### config.mk
export PLATFORM = sky130hd
export DESIGN_NAME = oaf_operand_address_former
export DESIGN_NICKNAME = d
export VERILOG_FILES = /design/src/logic/oaf_pkg.sv /design/src/logic/oaf_operand_address_former.sv
export SDC_FILE = /design/constraint.sdc
export NUM_CORES = 1
export LEC_CHECK = 0
export ABC_AREA = 1
export BUFFER_PORTS_ARGS = -buffer_cell sky130_fd_sc_hd__clkbuf_2
export CAP_MARGIN = 20
export CORE_MARGIN = 2
export CORE_UTILIZATION = 63
export DETAILED_ROUTE_END_ITERATION = 10
export PLACE_DENSITY = 0.9
export SLEW_MARGIN = 20
export SYNTH_ARGS = -nofsm -noshare
export SYNTH_HDL_FRONTEND = slang
export SYNTH_SLANG_ARGS = --single-unit
### constraint.sdc
create_clock -name clk -period 6.5 [get_ports clk]
set_input_delay 0 -clock clk [delete_from_list [all_inputs] [get_ports clk]]
set_output_delay 0 -clock clk [all_outputs]
set_load 0.02 [all_outputs]
### src/logic/oaf_pkg.sv
package oaf_pkg;

  localparam int ADDR_W = 16;
  localparam int DATA_W = 8;

  // Opcodes resolved inside the block
  localparam logic [7:0] OPC_ADD_TO_STACK_POINTER = 8'hA7;
  localparam logic [7:0] OPC_ADD_TO_INDEX = 8'hAF;
  localparam logic [7:0] OPC_BRANCH_IF_CARRY_CLEAR = 8'h24;

  // Implied upper byte of a direct-page address
  localparam logic [7:0] DIRECT_PAGE_HIGH = 8'h00;

  // Values after reset, and the post-increment step
  localparam logic [15:0] ADDR_RESET = 16'h0000;
  localparam logic [7:0] BYTE_RESET = 8'h00;
  localparam logic [15:0] POST_INCREMENT_STEP = 16'h0001;

  // Bus cycles, counting the opcode cycle in which start is taken
  localparam int ADD_TO_STACK_POINTER_BUS_CYCLES = 2;
  localparam int BRANCH_BUS_CYCLES = 3;

  typedef enum logic [3:0] {
    OAF_RELATIVE_MODE = 4'h0,
    OAF_IMMEDIATE_MODE = 4'h1,
    OAF_IMMEDIATE_WORD_MODE = 4'h2,
    OAF_DIRECT_MODE = 4'h3,
    OAF_INDEXED_NO_OFFSET_MODE = 4'h4,
    OAF_INDEXED_POST_INCREMENT_MODE = 4'h5,
    OAF_INDEXED_SHORT_OFFSET_MODE = 4'h6,
    OAF_INDEXED_SHORT_OFFSET_POST_INCREMENT_MODE = 4'h7,
    OAF_INDEXED_LONG_OFFSET_MODE = 4'h8,
    OAF_STACK_SHORT_OFFSET_MODE = 4'h9,
    OAF_STACK_LONG_OFFSET_MODE = 4'hA
  } oaf_mode_t;

  typedef enum logic [3:0] {
    OAF_ST_IDLE = 4'h1,
    OAF_ST_FETCH_FIRST = 4'h2,
    OAF_ST_FETCH_SECOND = 4'h4,
    OAF_ST_RESOLVE = 4'h8
  } oaf_state_t;

endpackage

### src/logic/oaf_operand_address_former.sv
`timescale 1ns/1ps
// Contract
// - A relative branch fetches its signed 8-bit displacement from the byte right after the opcode.
// - A taken branch adds the sign-extended displacement to the program counter and continues there.
// - Immediate mode takes the operand from the bytes after the opcode with no address computation.
// - A 16-bit immediate has its high byte right after the opcode and its low byte next.
// - Direct mode carries only the low eight address bits, confining the operand to page 0x0000-0x00FF.
// - The direct address is the implied upper byte 0x00 joined to the instruction's 8-bit address.
// - The no-offset indexed address is the index pair; its post-increment form is for compare-branch and move only.
// - Short-offset indexed mode adds an unsigned 8-bit offset to the index pair.
// - Short-offset indexed with post-increment exists only for compare-and-branch-if-equal.
// - Long-offset indexed mode adds a 16-bit offset from the instruction to the index pair.
// - Stack modes add an 8-bit or a 16-bit offset to the stack pointer.
// - Opcode A7 adds its sign-extended byte to the stack pointer, keeps the flags and takes 2 bus cycles.
// - Opcode AF adds its sign-extended byte to the index pair and keeps the flags.
// - Opcode 24 is relative, branches only when carry is 0 and takes 3 bus cycles.
// - Every formed address is a 16-bit value in one linear 64-Kbyte space.
module oaf_operand_address_former (
  input wire logic clk,
  input wire logic resetn,
  input wire logic start,
  input wire logic [7:0] opcode,
  input wire logic [3:0] mode,
  input wire logic is_compare_branch,
  input wire logic is_move,
  input wire logic branch_cond,
  input wire logic carry_flag,
  input wire logic [15:0] pc_in,
  input wire logic [15:0] hx_in,
  input wire logic [15:0] sp_in,
  input wire logic [7:0] mem_rdata,
  output logic busy,
  output logic mem_rd,
  output logic [15:0] mem_addr,
  output logic [15:0] ea,
  output logic [15:0] operand,
  output logic [15:0] pc_out,
  output logic pc_wr,
  output logic [15:0] hx_out,
  output logic hx_wr,
  output logic [15:0] sp_out,
  output logic sp_wr,
  output logic illegal,
  output logic done
);

  oaf_pkg::oaf_state_t state_reg;
  oaf_pkg::oaf_state_t state_next;
  oaf_pkg::oaf_mode_t mode_reg;
  oaf_pkg::oaf_mode_t mode_sel;
  logic add_sp_reg, add_ix_reg, cond_reg, compare_branch_if_equal_instruction_reg, move_reg;
  logic [1:0] nbytes_reg, nbytes_sel;
  logic [15:0] ptr_reg, op_addr_reg, hx_reg, sp_reg;
  logic [7:0] first_reg;
  logic fetching, fin, bad_post;
  logic [7:0] byte_hi, byte_lo;
  logic [15:0] word, sext, ptr_after, target;

  function automatic logic [1:0] operand_bytes(input oaf_pkg::oaf_mode_t m);
    unique case (m)
      oaf_pkg::OAF_INDEXED_NO_OFFSET_MODE, oaf_pkg::OAF_INDEXED_POST_INCREMENT_MODE: operand_bytes = 2'h0;
      oaf_pkg::OAF_IMMEDIATE_WORD_MODE, oaf_pkg::OAF_INDEXED_LONG_OFFSET_MODE,
      oaf_pkg::OAF_STACK_LONG_OFFSET_MODE: operand_bytes = 2'h2;
      default: operand_bytes = 2'h1;
    endcase
  endfunction

  // Three opcodes fix their own mode; others take the decoder's mode
  always_comb begin
    if (opcode == oaf_pkg::OPC_ADD_TO_STACK_POINTER || opcode == oaf_pkg::OPC_ADD_TO_INDEX) begin
      mode_sel = oaf_pkg::OAF_IMMEDIATE_MODE;
    end else if (opcode == oaf_pkg::OPC_BRANCH_IF_CARRY_CLEAR) begin
      mode_sel = oaf_pkg::OAF_RELATIVE_MODE;
    end else begin
      mode_sel = oaf_pkg::oaf_mode_t'(mode);
    end
    nbytes_sel = operand_bytes(mode_sel);
  end

  assign busy = (state_reg != oaf_pkg::OAF_ST_IDLE);
  assign fetching = (state_reg == oaf_pkg::OAF_ST_FETCH_FIRST) || (state_reg == oaf_pkg::OAF_ST_FETCH_SECOND);
  assign mem_rd = fetching;
  assign mem_addr = ptr_reg;

  always_comb begin
    state_next = state_reg;
    unique case (state_reg)
      oaf_pkg::OAF_ST_IDLE: begin
        if (start) begin
          state_next = (nbytes_sel == 2'h0) ? oaf_pkg::OAF_ST_RESOLVE : oaf_pkg::OAF_ST_FETCH_FIRST;
        end
      end
      oaf_pkg::OAF_ST_FETCH_FIRST: begin
        if (nbytes_reg == 2'h2) begin
          state_next = oaf_pkg::OAF_ST_FETCH_SECOND;
        end else if (mode_reg == oaf_pkg::OAF_RELATIVE_MODE) begin
          state_next = oaf_pkg::OAF_ST_RESOLVE;
        end else begin
          state_next = oaf_pkg::OAF_ST_IDLE;
        end
      end
      oaf_pkg::OAF_ST_FETCH_SECOND: state_next = oaf_pkg::OAF_ST_IDLE;
      oaf_pkg::OAF_ST_RESOLVE: state_next = oaf_pkg::OAF_ST_IDLE;
      default: state_next = oaf_pkg::OAF_ST_IDLE;
    endcase
  end

  always_ff @(posedge clk or negedge resetn) begin
    if (!resetn) begin
      state_reg <= oaf_pkg::OAF_ST_IDLE;
    end else begin
      state_reg <= state_next;
    end
  end

  // Instruction context captured when start is taken
  always_ff @(posedge clk or negedge resetn) begin
    if (!resetn) begin
      mode_reg <= oaf_pkg::OAF_RELATIVE_MODE;
      nbytes_reg <= 2'h0;
      add_sp_reg <= 1'b0;
      add_ix_reg <= 1'b0;
      cond_reg <= 1'b0;
      compare_branch_if_equal_instruction_reg <= 1'b0;
      move_reg <= 1'b0;
      op_addr_reg <= oaf_pkg::ADDR_RESET;
      hx_reg <= oaf_pkg::ADDR_RESET;
      sp_reg <= oaf_pkg::ADDR_RESET;
    end else if (state_reg == oaf_pkg::OAF_ST_IDLE && start) begin
      mode_reg <= mode_sel;
      nbytes_reg <= nbytes_sel;
      add_sp_reg <= (opcode == oaf_pkg::OPC_ADD_TO_STACK_POINTER);
      add_ix_reg <= (opcode == oaf_pkg::OPC_ADD_TO_INDEX);
      cond_reg <= (opcode == oaf_pkg::OPC_BRANCH_IF_CARRY_CLEAR) ? ~carry_flag : branch_cond;
      compare_branch_if_equal_instruction_reg <= is_compare_branch;
      move_reg <= is_move;
      op_addr_reg <= pc_in;
      hx_reg <= hx_in;
      sp_reg <= sp_in;
    end
  end

  // Fetch pointer walks the operand bytes
  always_ff @(posedge clk or negedge resetn) begin
    if (!resetn) begin
      ptr_reg <= oaf_pkg::ADDR_RESET;
      first_reg <= oaf_pkg::BYTE_RESET;
    end else if (state_reg == oaf_pkg::OAF_ST_IDLE && start) begin
      ptr_reg <= pc_in;
    end else if (fetching) begin
      ptr_reg <= ptr_reg + oaf_pkg::POST_INCREMENT_STEP;
      if (state_reg == oaf_pkg::OAF_ST_FETCH_FIRST) begin
        first_reg <= mem_rdata;
      end
    end
  end

  assign fin = (state_reg == oaf_pkg::OAF_ST_FETCH_FIRST && nbytes_reg == 2'h1
                && mode_reg != oaf_pkg::OAF_RELATIVE_MODE)
               || state_reg == oaf_pkg::OAF_ST_FETCH_SECOND || state_reg == oaf_pkg::OAF_ST_RESOLVE;

  assign byte_hi = (state_reg == oaf_pkg::OAF_ST_FETCH_SECOND) ? first_reg : 8'h00;
  assign byte_lo = (state_reg == oaf_pkg::OAF_ST_RESOLVE) ? first_reg : mem_rdata;
  assign word = {byte_hi, byte_lo};
  assign sext = {{8{byte_lo[7]}}, byte_lo};
  assign ptr_after = fetching ? ptr_reg + oaf_pkg::POST_INCREMENT_STEP : ptr_reg;
  assign target = ptr_after + sext;
  assign bad_post = (mode_reg == oaf_pkg::OAF_INDEXED_POST_INCREMENT_MODE && !(compare_branch_if_equal_instruction_reg || move_reg))
                    || (mode_reg == oaf_pkg::OAF_INDEXED_SHORT_OFFSET_POST_INCREMENT_MODE && !compare_branch_if_equal_instruction_reg);

  // Results; flags are never touched by this block
  always_ff @(posedge clk or negedge resetn) begin
    if (!resetn) begin
      ea <= oaf_pkg::ADDR_RESET;
      operand <= oaf_pkg::ADDR_RESET;
      pc_out <= oaf_pkg::ADDR_RESET;
      hx_out <= oaf_pkg::ADDR_RESET;
      sp_out <= oaf_pkg::ADDR_RESET;
      pc_wr <= 1'b0;
      hx_wr <= 1'b0;
      sp_wr <= 1'b0;
      illegal <= 1'b0;
      done <= 1'b0;
    end else begin
      done <= fin;
      pc_wr <= fin;
      hx_wr <= 1'b0;
      sp_wr <= 1'b0;
      illegal <= fin && bad_post;
      if (fin) begin
        pc_out <= (mode_reg == oaf_pkg::OAF_RELATIVE_MODE && cond_reg) ? target : ptr_after;
        operand <= word;
        hx_out <= hx_reg;
        sp_out <= sp_reg;
        unique case (mode_reg)
          oaf_pkg::OAF_RELATIVE_MODE: ea <= target;
          oaf_pkg::OAF_IMMEDIATE_MODE, oaf_pkg::OAF_IMMEDIATE_WORD_MODE: ea <= op_addr_reg;
          oaf_pkg::OAF_DIRECT_MODE: ea <= {oaf_pkg::DIRECT_PAGE_HIGH, byte_lo};
          oaf_pkg::OAF_INDEXED_NO_OFFSET_MODE, oaf_pkg::OAF_INDEXED_POST_INCREMENT_MODE: ea <= hx_reg;
          oaf_pkg::OAF_INDEXED_SHORT_OFFSET_MODE, oaf_pkg::OAF_INDEXED_SHORT_OFFSET_POST_INCREMENT_MODE:
            ea <= hx_reg + {8'h00, byte_lo};
          oaf_pkg::OAF_INDEXED_LONG_OFFSET_MODE: ea <= hx_reg + word;
          oaf_pkg::OAF_STACK_SHORT_OFFSET_MODE: ea <= sp_reg + {8'h00, byte_lo};
          oaf_pkg::OAF_STACK_LONG_OFFSET_MODE: ea <= sp_reg + word;
          default: ea <= op_addr_reg;
        endcase
        if (!bad_post && (mode_reg == oaf_pkg::OAF_INDEXED_POST_INCREMENT_MODE
            || mode_reg == oaf_pkg::OAF_INDEXED_SHORT_OFFSET_POST_INCREMENT_MODE)) begin
          hx_out <= hx_reg + oaf_pkg::POST_INCREMENT_STEP;
          hx_wr <= 1'b1;
        end
        if (add_sp_reg) begin
          sp_out <= sp_reg + sext;
          sp_wr <= 1'b1;
        end
        if (add_ix_reg) begin
          hx_out <= hx_reg + sext;
          hx_wr <= 1'b1;
        end
      end
    end
  end
endmodule // oaf_operand_address_former

# After elaboration in Yosys (flattened, before gate mapping)
# Index checks and enable logic that the tools add are counted.
# word_totals
output_inout_bits	103
reg_bits	171
wordCells	106
# classes
reduce_logical	26
addsub	9
bitwise	2
n_eq_ne	24
mux	23
# ops
operator	count
$pmux W16 S7	1
$mux W16	6
$add A16 B16 Y16	5
$add A16 B1 Y16 const B	2
$add A16 B8 Y16	2
$eq A4 B3 Y1 const B	7
$eq A4 B4 Y1 const B	6
$mux W4	6
$eq A8 B8 Y1 const B	2
$mux W8	2
$eq A4 B2 Y1 const B	3
$eq A8 B6 Y1 const B	1
$logic_and A1 B1 Y1	8
$pmux W4 S2	1
$logic_or A1 B1 Y1	7
$mux W1	6
$reduce_or A2 Y1	3
$eq A4 B1 Y1 const B	1
$logic_not A4 Y1	1
$ne A4 B1 Y1 const B	1
$pmux W2 S2	1
$reduce_bool A4 Y1	1
$logic_not A1 Y1	3
$reduce_and A3 Y1	1
other kinds (6)	7

# Longest topological paths before layout
# Gate-level depths: netlist of run 1.
# logic_depth
word_depth	10
mapped_depth	22
mapped_depth_nobuf	22

# Worst setup path before layout of run 1
# OpenSTA, ideal clock, no wires.
# synth_path
kind	flip-flop to flip-flop
start	reg ptr_reg[0] (netlist: mem_addr[0])
end	reg ea[13]
synth_period_minus_slack_ns	3.009
arrival_ns	2.893
required_ns	6.384
path_stages_with_launch	21
setup_slack_ns	3.491
path_cell_list	dfrtp_1 -> ha_1 -> nand3_1 -> nor3_1 -> nand2_1 -> nor2_1 -> nand3_1 -> nor2_1 -> xnor2_1 -> inv_1 -> ha_1 -> nand2_1 -> inv_1 -> nand4_1 -> or2_2 -> nand2_1 -> nand2_1 -> nand3_1 -> nand4_1 -> nand2_1 -> nand2_1
# synth_via
elab_chain_cells	4
# synth_rtl
item	line_no	source
start, declared	oaf_operand_address_former.sv:53	logic [15:0] ptr_reg, op_addr_reg, hx_reg, sp_reg;
start signal, assigned	oaf_operand_address_former.sv:146	ptr_reg <= oaf_pkg::ADDR_RESET;
start signal, assigned	oaf_operand_address_former.sv:149	ptr_reg <= pc_in;
start signal, assigned	oaf_operand_address_former.sv:151	ptr_reg <= ptr_reg + oaf_pkg::POST_INCREMENT_STEP;
$add A16 B1 Y16	oaf_operand_address_former.sv:166	assign ptr_after = fetching ? ptr_reg + oaf_pkg::POST_INCREMENT_STEP : ptr_reg;
$mux W16 *	-	
$add A16 B16 Y16 *	oaf_operand_address_former.sv:167	assign target = ptr_after + sext;
$pmux W16 S7 *	oaf_operand_address_former.sv:195	unique case (mode_reg)
end signal, assigned	oaf_operand_address_former.sv:196	oaf_pkg::OAF_RELATIVE_MODE: ea <= target;
end signal, assigned	oaf_operand_address_former.sv:197	oaf_pkg::OAF_IMMEDIATE_MODE, oaf_pkg::OAF_IMMEDIATE_WORD_MODE: ea <= op_addr_reg;
end signal, assigned	oaf_operand_address_former.sv:198	oaf_pkg::OAF_DIRECT_MODE: ea <= {oaf_pkg::DIRECT_PAGE_HIGH, byte_lo};
end, declared	oaf_operand_address_former.sv:35	output logic [15:0] ea,
# Mark *: on every way between the ends. The rest lies on a longest branch, timed or not.
# A chain may end at the register's enable or synchronous reset.

# Worst setup path in the final report of run 1
# layout_path
start	reg state_reg[0]
end	reg ea[8]
# layout_via
elab_cells_between_ends	17
classes_between	5 x add/sub; 3 x eq/ne; 4 x mux; 5 x reduce/logical
# layout_rtl
item	line_no	source
start, declared	oaf_operand_address_former.sv:47	oaf_pkg::oaf_state_t state_reg;
start signal, assigned	oaf_operand_address_former.sv:110	state_reg <= oaf_pkg::OAF_ST_IDLE;
start signal, assigned	oaf_operand_address_former.sv:112	state_reg <= state_next;
$eq A4 B4 Y1 *	oaf_operand_address_former.sv:163	assign byte_lo = (state_reg == oaf_pkg::OAF_ST_RESOLVE) ? first_reg : mem_rdata;
$mux W8 *	oaf_operand_address_former.sv:163	
net byte_lo[7]	oaf_operand_address_former.sv:56	logic [7:0] byte_hi, byte_lo;
$add A16 B16 Y16, or another cell as far along	oaf_operand_address_former.sv:204	oaf_pkg::OAF_STACK_LONG_OFFSET_MODE: ea <= sp_reg + word;
$pmux W16 S7 *	oaf_operand_address_former.sv:195	
end signal, assigned	oaf_operand_address_former.sv:196	
end signal, assigned	oaf_operand_address_former.sv:204	
end signal, assigned	oaf_operand_address_former.sv:205	default: ea <= op_addr_reg;
# The timed path passes the listed nets; every way through them passes the cells marked *.

==> results of run 1 <==
report_power, final:
group          internal, W  total, W  switching (W)
Sequential         0.00154   0.00207       0.000527
Clock             0.000531   0.00106       0.000531
Combinational      0.00125   0.00405        0.00280
Total              0.00332   0.00719        0.00386
synthesized netlist by cell type (11+ instances only):
cell / number / area, um^2
nand4_1: 22 / 138
a21oi_1: 129 / 646
xor2_1: 31 / 272
ha_1: 61 / 763
inv_1: 153 / 574
o21ai_1: 15 / 75.1
buf_2: 16 / 80.1
nand2_1: 529 / 1990
a31oi_1: 13 / 81.3
inv_2: 12 / 45.0
nand3b_1: 11 / 82.6
clkbuf_1: 27 / 101
nor2_1: 148 / 556
dfrtp_1: 170 / 4250
nor3_1: 15 / 75.1
nand3_1: 108 / 541
o21ai_0: 126 / 631
how the worst min path moves through the flow:
stage	from	end	slack, ns	depth (start not counted)
2_1_floorplan	resetn	add_ix_reg	-0.30	0
3_3_place_gp	resetn	hx_out[11]	0.07	1
3_5_place_dp	resetn	hx_out[11]	0.08	1
4_1_cts	mode[3]	mode_reg[3]	0.02	5
5_1_grt	mode[3]	mode_reg[3]	0.11	5
6_report	mode[3]	mode_reg[3]	0.09	5
worst reg2reg max path, cell delays in order (launching register included):
cell and delay, ns:
dfstp_2 0.39, nor2_1 0.13, nand3_1 0.37, o21ai_4 0.98, ha_1 0.48, a21oi_1 0.29, o21ai_0 0.24, inv_1 0.09
nand2_1 0.12, o21ai_0 0.37, nand3_1 0.25, nor2_1 0.20, o21ai_1 0.07
repair_timing:
| action | CTS | global route |
|---|---|---|
| gates resized for setup | 0 | 0 |
| hold endpoints to repair | 155 | 0 |
| hold buffers | 68 | 0 |
cell usage in the layout, fill, tap and decap left out, drive strengths merged, types with 11 or more instances in the layout:
cell type / netlist / layout
dfrtp: 170 / 170
ha: 61 / 61
dlygate4sd3: 0 / 68
nand4: 22 / 22
a21oi: 130 / 130
nor3: 18 / 18
nand3b: 11 / 11
inv: 165 / 173
o21ai: 143 / 143
clkbuf: 27 / 194
nand3: 109 / 109
nor2: 153 / 153
buf: 21 / 11
xor2: 31 / 31
a31oi: 13 / 13
nand2: 533 / 533
through the flow:
stage | area [um^2] | util
after floorplan | 11600 | -
after global placement | 12700 | 0.703
after detailed placement | 12700 | 0.703
after CTS | 14000 | 0.774
after global routing | 14000 | 0.774
final | 14000 | 0.775
routing by layer:
metal	track usage	vias to the layer above	routed length, um
li1	-	5960	-
met1	0.584	6050	16800
met2	0.696	949	19400
met3	0.137	164	5500
met4	0.213	0	2070
met5	0	-	0
final cells by class:
cell class / instances / area (um^2) / area share
multi-input combinational: 1290 / 6510 / 0.466
sequential: 171 / 4280 / 0.307
timing repair buffer: 255 / 1650 / 0.118
inverter: 166 / 623 / 0.0446
clock buffer: 18 / 439 / 0.0315
tap: 229 / 287 / 0.0205
clock inverter: 14 / 169 / 0.0121
antenna: 3 / 7.51 / 0.000538
logic make-up after synthesis:
| logic type | Yosys count | share of synthesized area |
|---|---|---|
| DFF | 171 | 0.369 |
| buffers and inverters | 214 | 0.0722 |
| xor gates and xnor gates | 38 | 0.0287 |
| and+or+nand+nor | 862 | 0.308 |
| adders and majority gates | 64 | 0.0709 |
| AOI/OAI and AO/OA | 326 | 0.151 |
==> results.json, run 1 <==
{
  "status": "complete, no violations",
  "gp_congestion": 1.03,
  "cp_top_family": "compound AO/OA/AOI/OAI gates",
  "synth_edf_count": 0,
  "end_kind": "flop",
  "worstSetupStartpointType": "flop",
  "min_path_type": "input port to flop",
  "path_depth": 12,
  "htree_levels": 4,
  "slowest_stage": "o21ai_4",
  "dp_slack_ns": 2.56,
  "critPathArrivalTime_ns": 4.42,
  "fillCellCount": 1226,
  "finalMaxSlewViolations": 0,
  "layout-drive-gt1-share": 0.135,
  "synth_cell_types": 46,
  "r2r_cells": 12,
  "fin_cells": 2146,
  "grt_pass1_wl_mm": 68.8,
  "synth-async-reset-ratio": 1.00,
  "power_density_nw_per_um2": 515,
  "clock-sinks": 171,
  "worst_slack_ns": 2.42,
  "finalCritPeriodShare": 0.628,
  "numCtsBuffers": 17,
  "crit_required_ns": 6.84,
  "startpoint": "state_reg[0]",
  "rsz0062_at_grt": "no",
  "die_area_um2": 19500,
  "crit_end": "ea[8]",
  "finalHoldViolations": 0,
  "p_total_w": 0.00719,
  "holdWs_ns": 0.0933,
  "core_um2": 18000,
  "p_leak_nw": 7.31,
  "ys_seq_area_frac": 0.369,
  "syn_inst": 1675,
  "post_cts_buffers": 0,
  "worst_pin_slew_ns": 1.07,
  "place_inst": 2043,
  "drcViolationCount": 0,
  "max_cap_violations": 0,
  "synthToLayoutAreaGrowth_pct": 20.2,
  "drt_pass1_iterations": 6,
  "r2r_end": "ea[8]",
  "antenna_found_initial": 2,
  "fp.dieW_um": 140,
  "cts_buffer_depth": 2,
  "crit_buf_inv": 1,
  "vias_per_cell": 6.12,
  "path_class": "flop to flop",
  "ys_ff_latch": 171,
  "skew_ns": 0.0129,
  "cp_max_fo": 29,
  "ys_dominant_reg_cell": "dfrtp_1",
  "grt_usage": 0.451,
  "path_clk_slew_ns": 0.08,
  "setup_tns_ns": 0,
  "crit_path_cell_trace": "nor2_1, nand3_1, o21ai_4, ha_1, a21oi_1, o21ai_0, inv_1, nand2_1, o21ai_0, nand3_1, nor2_1, o21ai_1",
  "rows": 49,
  "cpPeakStageDelay_ns": 0.98,
  "num_io_pins": 178,
  "start_util": 0.644,
  "die_h_um": 140,
  "setup_violations": 0,
  "num_vias": 13123,
  "root_buffer": "clkbuf_16",
  "yosys_warnings": 0,
  "ir_worst_vdd_uv": 431,
  "layout.nets": 2040,
  "period_needed_ns": 4.08,
  "grt-ovfl-total": 0,
  "wirelength_mm": 43.8,
  "slew_headroom": 0.285,
  "synthesis.area_um2": 11600,
  "ant_nets": 0,
  "detail_route.wl_per_cell_um": 20.4,
  "r2r_setup_slack_ns": 2.42,
  "grt_max_degree": 99,
  "portBuffers": 177,
  "reg2reg_from": "state_reg[0]",
  "fmax_mhz": 245,
  "dp_hpwl_mm": 29.7,
  "cts_tree": "done",
  "synth.avg_cell_area_um2": 6.93,
  "grt_pass1_vias": 12733,
  "drt-initial-drc-count": 1555,
  "syn_nets": 1814,
  "insertion_delay_ns": 0.45
}
Power figures use the tool's default switching activity.
==> inputs of run 2 (changes only) <==
CORE_UTILIZATION = 58   (was 63)
PLACE_DENSITY = 0.84   (was 0.9)
clock period = 4 ns   (was 6.5 ns; I/O delays follow)
==> results.json, run 2 (same netlist as run 1, synthesis figures left out) <==
{
  "grt_pass1_vias": 12174,
  "cts_tree": "done",
  "finalCritPeriodShare": 0.944,
  "grt_pass1_wl_mm": 65.0,
  "diodes": 0,
  "status": "complete, no violations",
  "r2r_cells": 18,
  "htree_levels": 4,
  "num_io_pins": 178,
  "pwr-share-clk": 0.148,
  "root_buffer": "clkbuf_16",
  "cts_buffer_depth": 2,
  "start_util": 0.595,
  "r2r_setup_slack_ns": 0.22,
  "portBuffers": 177,
  "clock-sinks": 171,
  "die_area_um2": 21200,
  "finalMaxSlewViolations": 0,
  "combPwrFrac": 0.565,
  "r2r_end": "ea[14]",
  "grt-ovfl-total": 0,
  "crit_buf_inv": 0,
  "dpl_cell_area_um2": 12800,
  "critPathArrivalTime_ns": 4.12,
  "final_cell_mix": "nand2_1, clkbuf_2, dfrtp_1",
  "use_met2": 0.596,
  "cp_top_family": "simple AND/OR/NAND/NOR gates",
  "hold_path.startpoint": "opcode[2]",
  "slew_headroom": 0.334,
  "path_depth": 18,
  "max_cap_violations": 0,
  "antenna_found_initial": 0,
  "worst_slack_ns": 0.223,
  "reg2reg_from": "state_reg[3]",
  "synthToLayoutAreaGrowth_pct": 21.5,
  "p_leak_nw": 7.37,
  "layout.nets": 2049,
  "fmax_mhz": 265,
  "worst_pin_slew_ns": 0.993,
  "insertion_delay_ns": 0.46,
  "min_path_cells": 7,
  "cp_max_fo": 13,
  "grtUsageMet1": 0.526,
  "min_to": "mode_reg[0]",
  "skew_ns": 0.0168,
  "numCtsBuffers": 17,
  "setup_violations": 0,
  "end_kind": "flop",
  "final_core_util": 0.722,
  "drt-initial-drc-count": 1346,
  "drt_pass1_iterations": 8,
  "startpoint": "state_reg[3]",
  "design_area_um2": 14100,
  "die_h_um": 146,
  "power_density_nw_per_um2": 823,
  "dp_hpwl_mm": 29.5,
  "path_class": "flop to flop",
  "grt_usage": 0.389,
  "finalHoldViolations": 0,
  "drcViolationCount": 0,
  "detail_route.wl_per_cell_um": 19.0,
  "swShare": 0.532,
  "dp_slack_ns": 0.295,
  "wirelength_mm": 41.6,
  "p_seq_frac": 0.287,
  "final_common_cell": "nand2_1",
  "setup_tns_ns": 0,
  "vias_per_cell": 5.91,
  "ant_nets": 0,
  "num_vias": 12923,
  "switching_power_w": 0.00618,
  "internal-power_w": 0.00543,
  "period_needed_ns": 3.78,
  "core_um2": 19500,
  "layout-drive-gt1-share": 0.137,
  "critPathMostFrequentCell": "nand2_1",
  "worstSetupStartpointType": "flop",
  "fp.dieW_um": 146,
  "cpPeakStageDelay_ns": 0.50,
  "crit_path_cell_trace": "nor2_2, nand2_2, nand2_2, nand2_2, nor2_2, nand2_1, xnor2_1, ha_1, nand2_1, nor2_1, nand4_1, or2_2, nand2_1, nand2_1, nand3_1, nand4_1, nand2_1, nand2_1",
  "min_path_type": "input port to flop",
  "rsz0062_at_grt": "no",
  "slowest_stage": "xnor2_1",
  "grtUsageMet3": 0.0934,
  "gp_congestion": 0.997,
  "grt_busiest_layer": "met2",
  "post_cts_buffers": 0,
  "grt_max_degree": 99,
  "rows": 51,
  "ir_worst_vdd_uv": 676,
  "crit_required_ns": 4.35,
  "path_clk_slew_ns": 0.08
}
==> run 2: timing repair <==
| item | in CTS | in global routing |
|---|---|---|
| hold endpoints to repair | 183 | 0 |
| endpoints found under the setup margin | 0 | 2 |
| hold buffers | 71 | 0 |
| resized for setup | 0 | 2 |
==> run 2: worst register-to-register path: stages, from the launching register on <==
cell	delay [ns]
dfrtp_1	0.41
nor2_2	0.18
nand2_2	0.15
nand2_2	0.25
nand2_2	0.13
nor2_2	0.14
nand2_1	0.08
xnor2_1	0.50
ha_1	0.30
nand2_1	0.10
nor2_1	0.23
nand4_1	0.11
or2_2	0.32
nand2_1	0.06
nand2_1	0.06
nand3_1	0.22
nand4_1	0.26
nand2_1	0.12
nand2_1	0.05
==> run 2: power groups by stage <==
stage / logic (W) / registers, W / clock network, W
2_1_floorplan: 0.00384 / 0.00357 / 0
3_3_place_gp: 0.00617 / 0.00327 / 0
3_5_place_dp: 0.00623 / 0.00329 / 0
4_1_cts: 0.00634 / 0.00327 / 0.00173
5_1_grt: 0.00717 / 0.00340 / 0.00180
6_report: 0.00656 / 0.00333 / 0.00172
==> run 2: cell type report <==
type	instances	area [um^2]
clock buffer	18	439
clock inverter	14	168
fill	1518	5420
inverter	166	623
multi-input combinational	1290	6510
sequential	171	4280
tap	265	332
timing repair buffer	264	1760
==> run 2: metal layers <==
metal / share of wire / vias to the layer above
met4: 0.045 / 0
met1: 0.41 / 5980
met2: 0.44 / 818
met5: 0 / -
met3: 0.11 / 148
li1: - / 5977
==> run 2: worst max-delay path by stage <==
stage | slack (ns) | to
global placement | 0.35 | ea[14]
detailed placement | 0.29 | ea[14]
floorplan | 0.99 | ea[13]
global route | 0.01 | ea[12]
CTS | 0.29 | ea[14]
finish | 0.22 | ea[14]
==> run 2: stage by stage <==
stage / power (W) / hold slack (ns) / cells
final: 0.0116 / 0.196 / 2188
after global routing: 0.0124 / 0.211 / 2188
after CTS: 0.0113 / 0.103 / 2187
after detailed placement: 0.00952 / 0.179 / 2084
after global placement: 0.00943 / 0.166 / 2084
after floorplan: 0.00741 / -0.296 / 1675
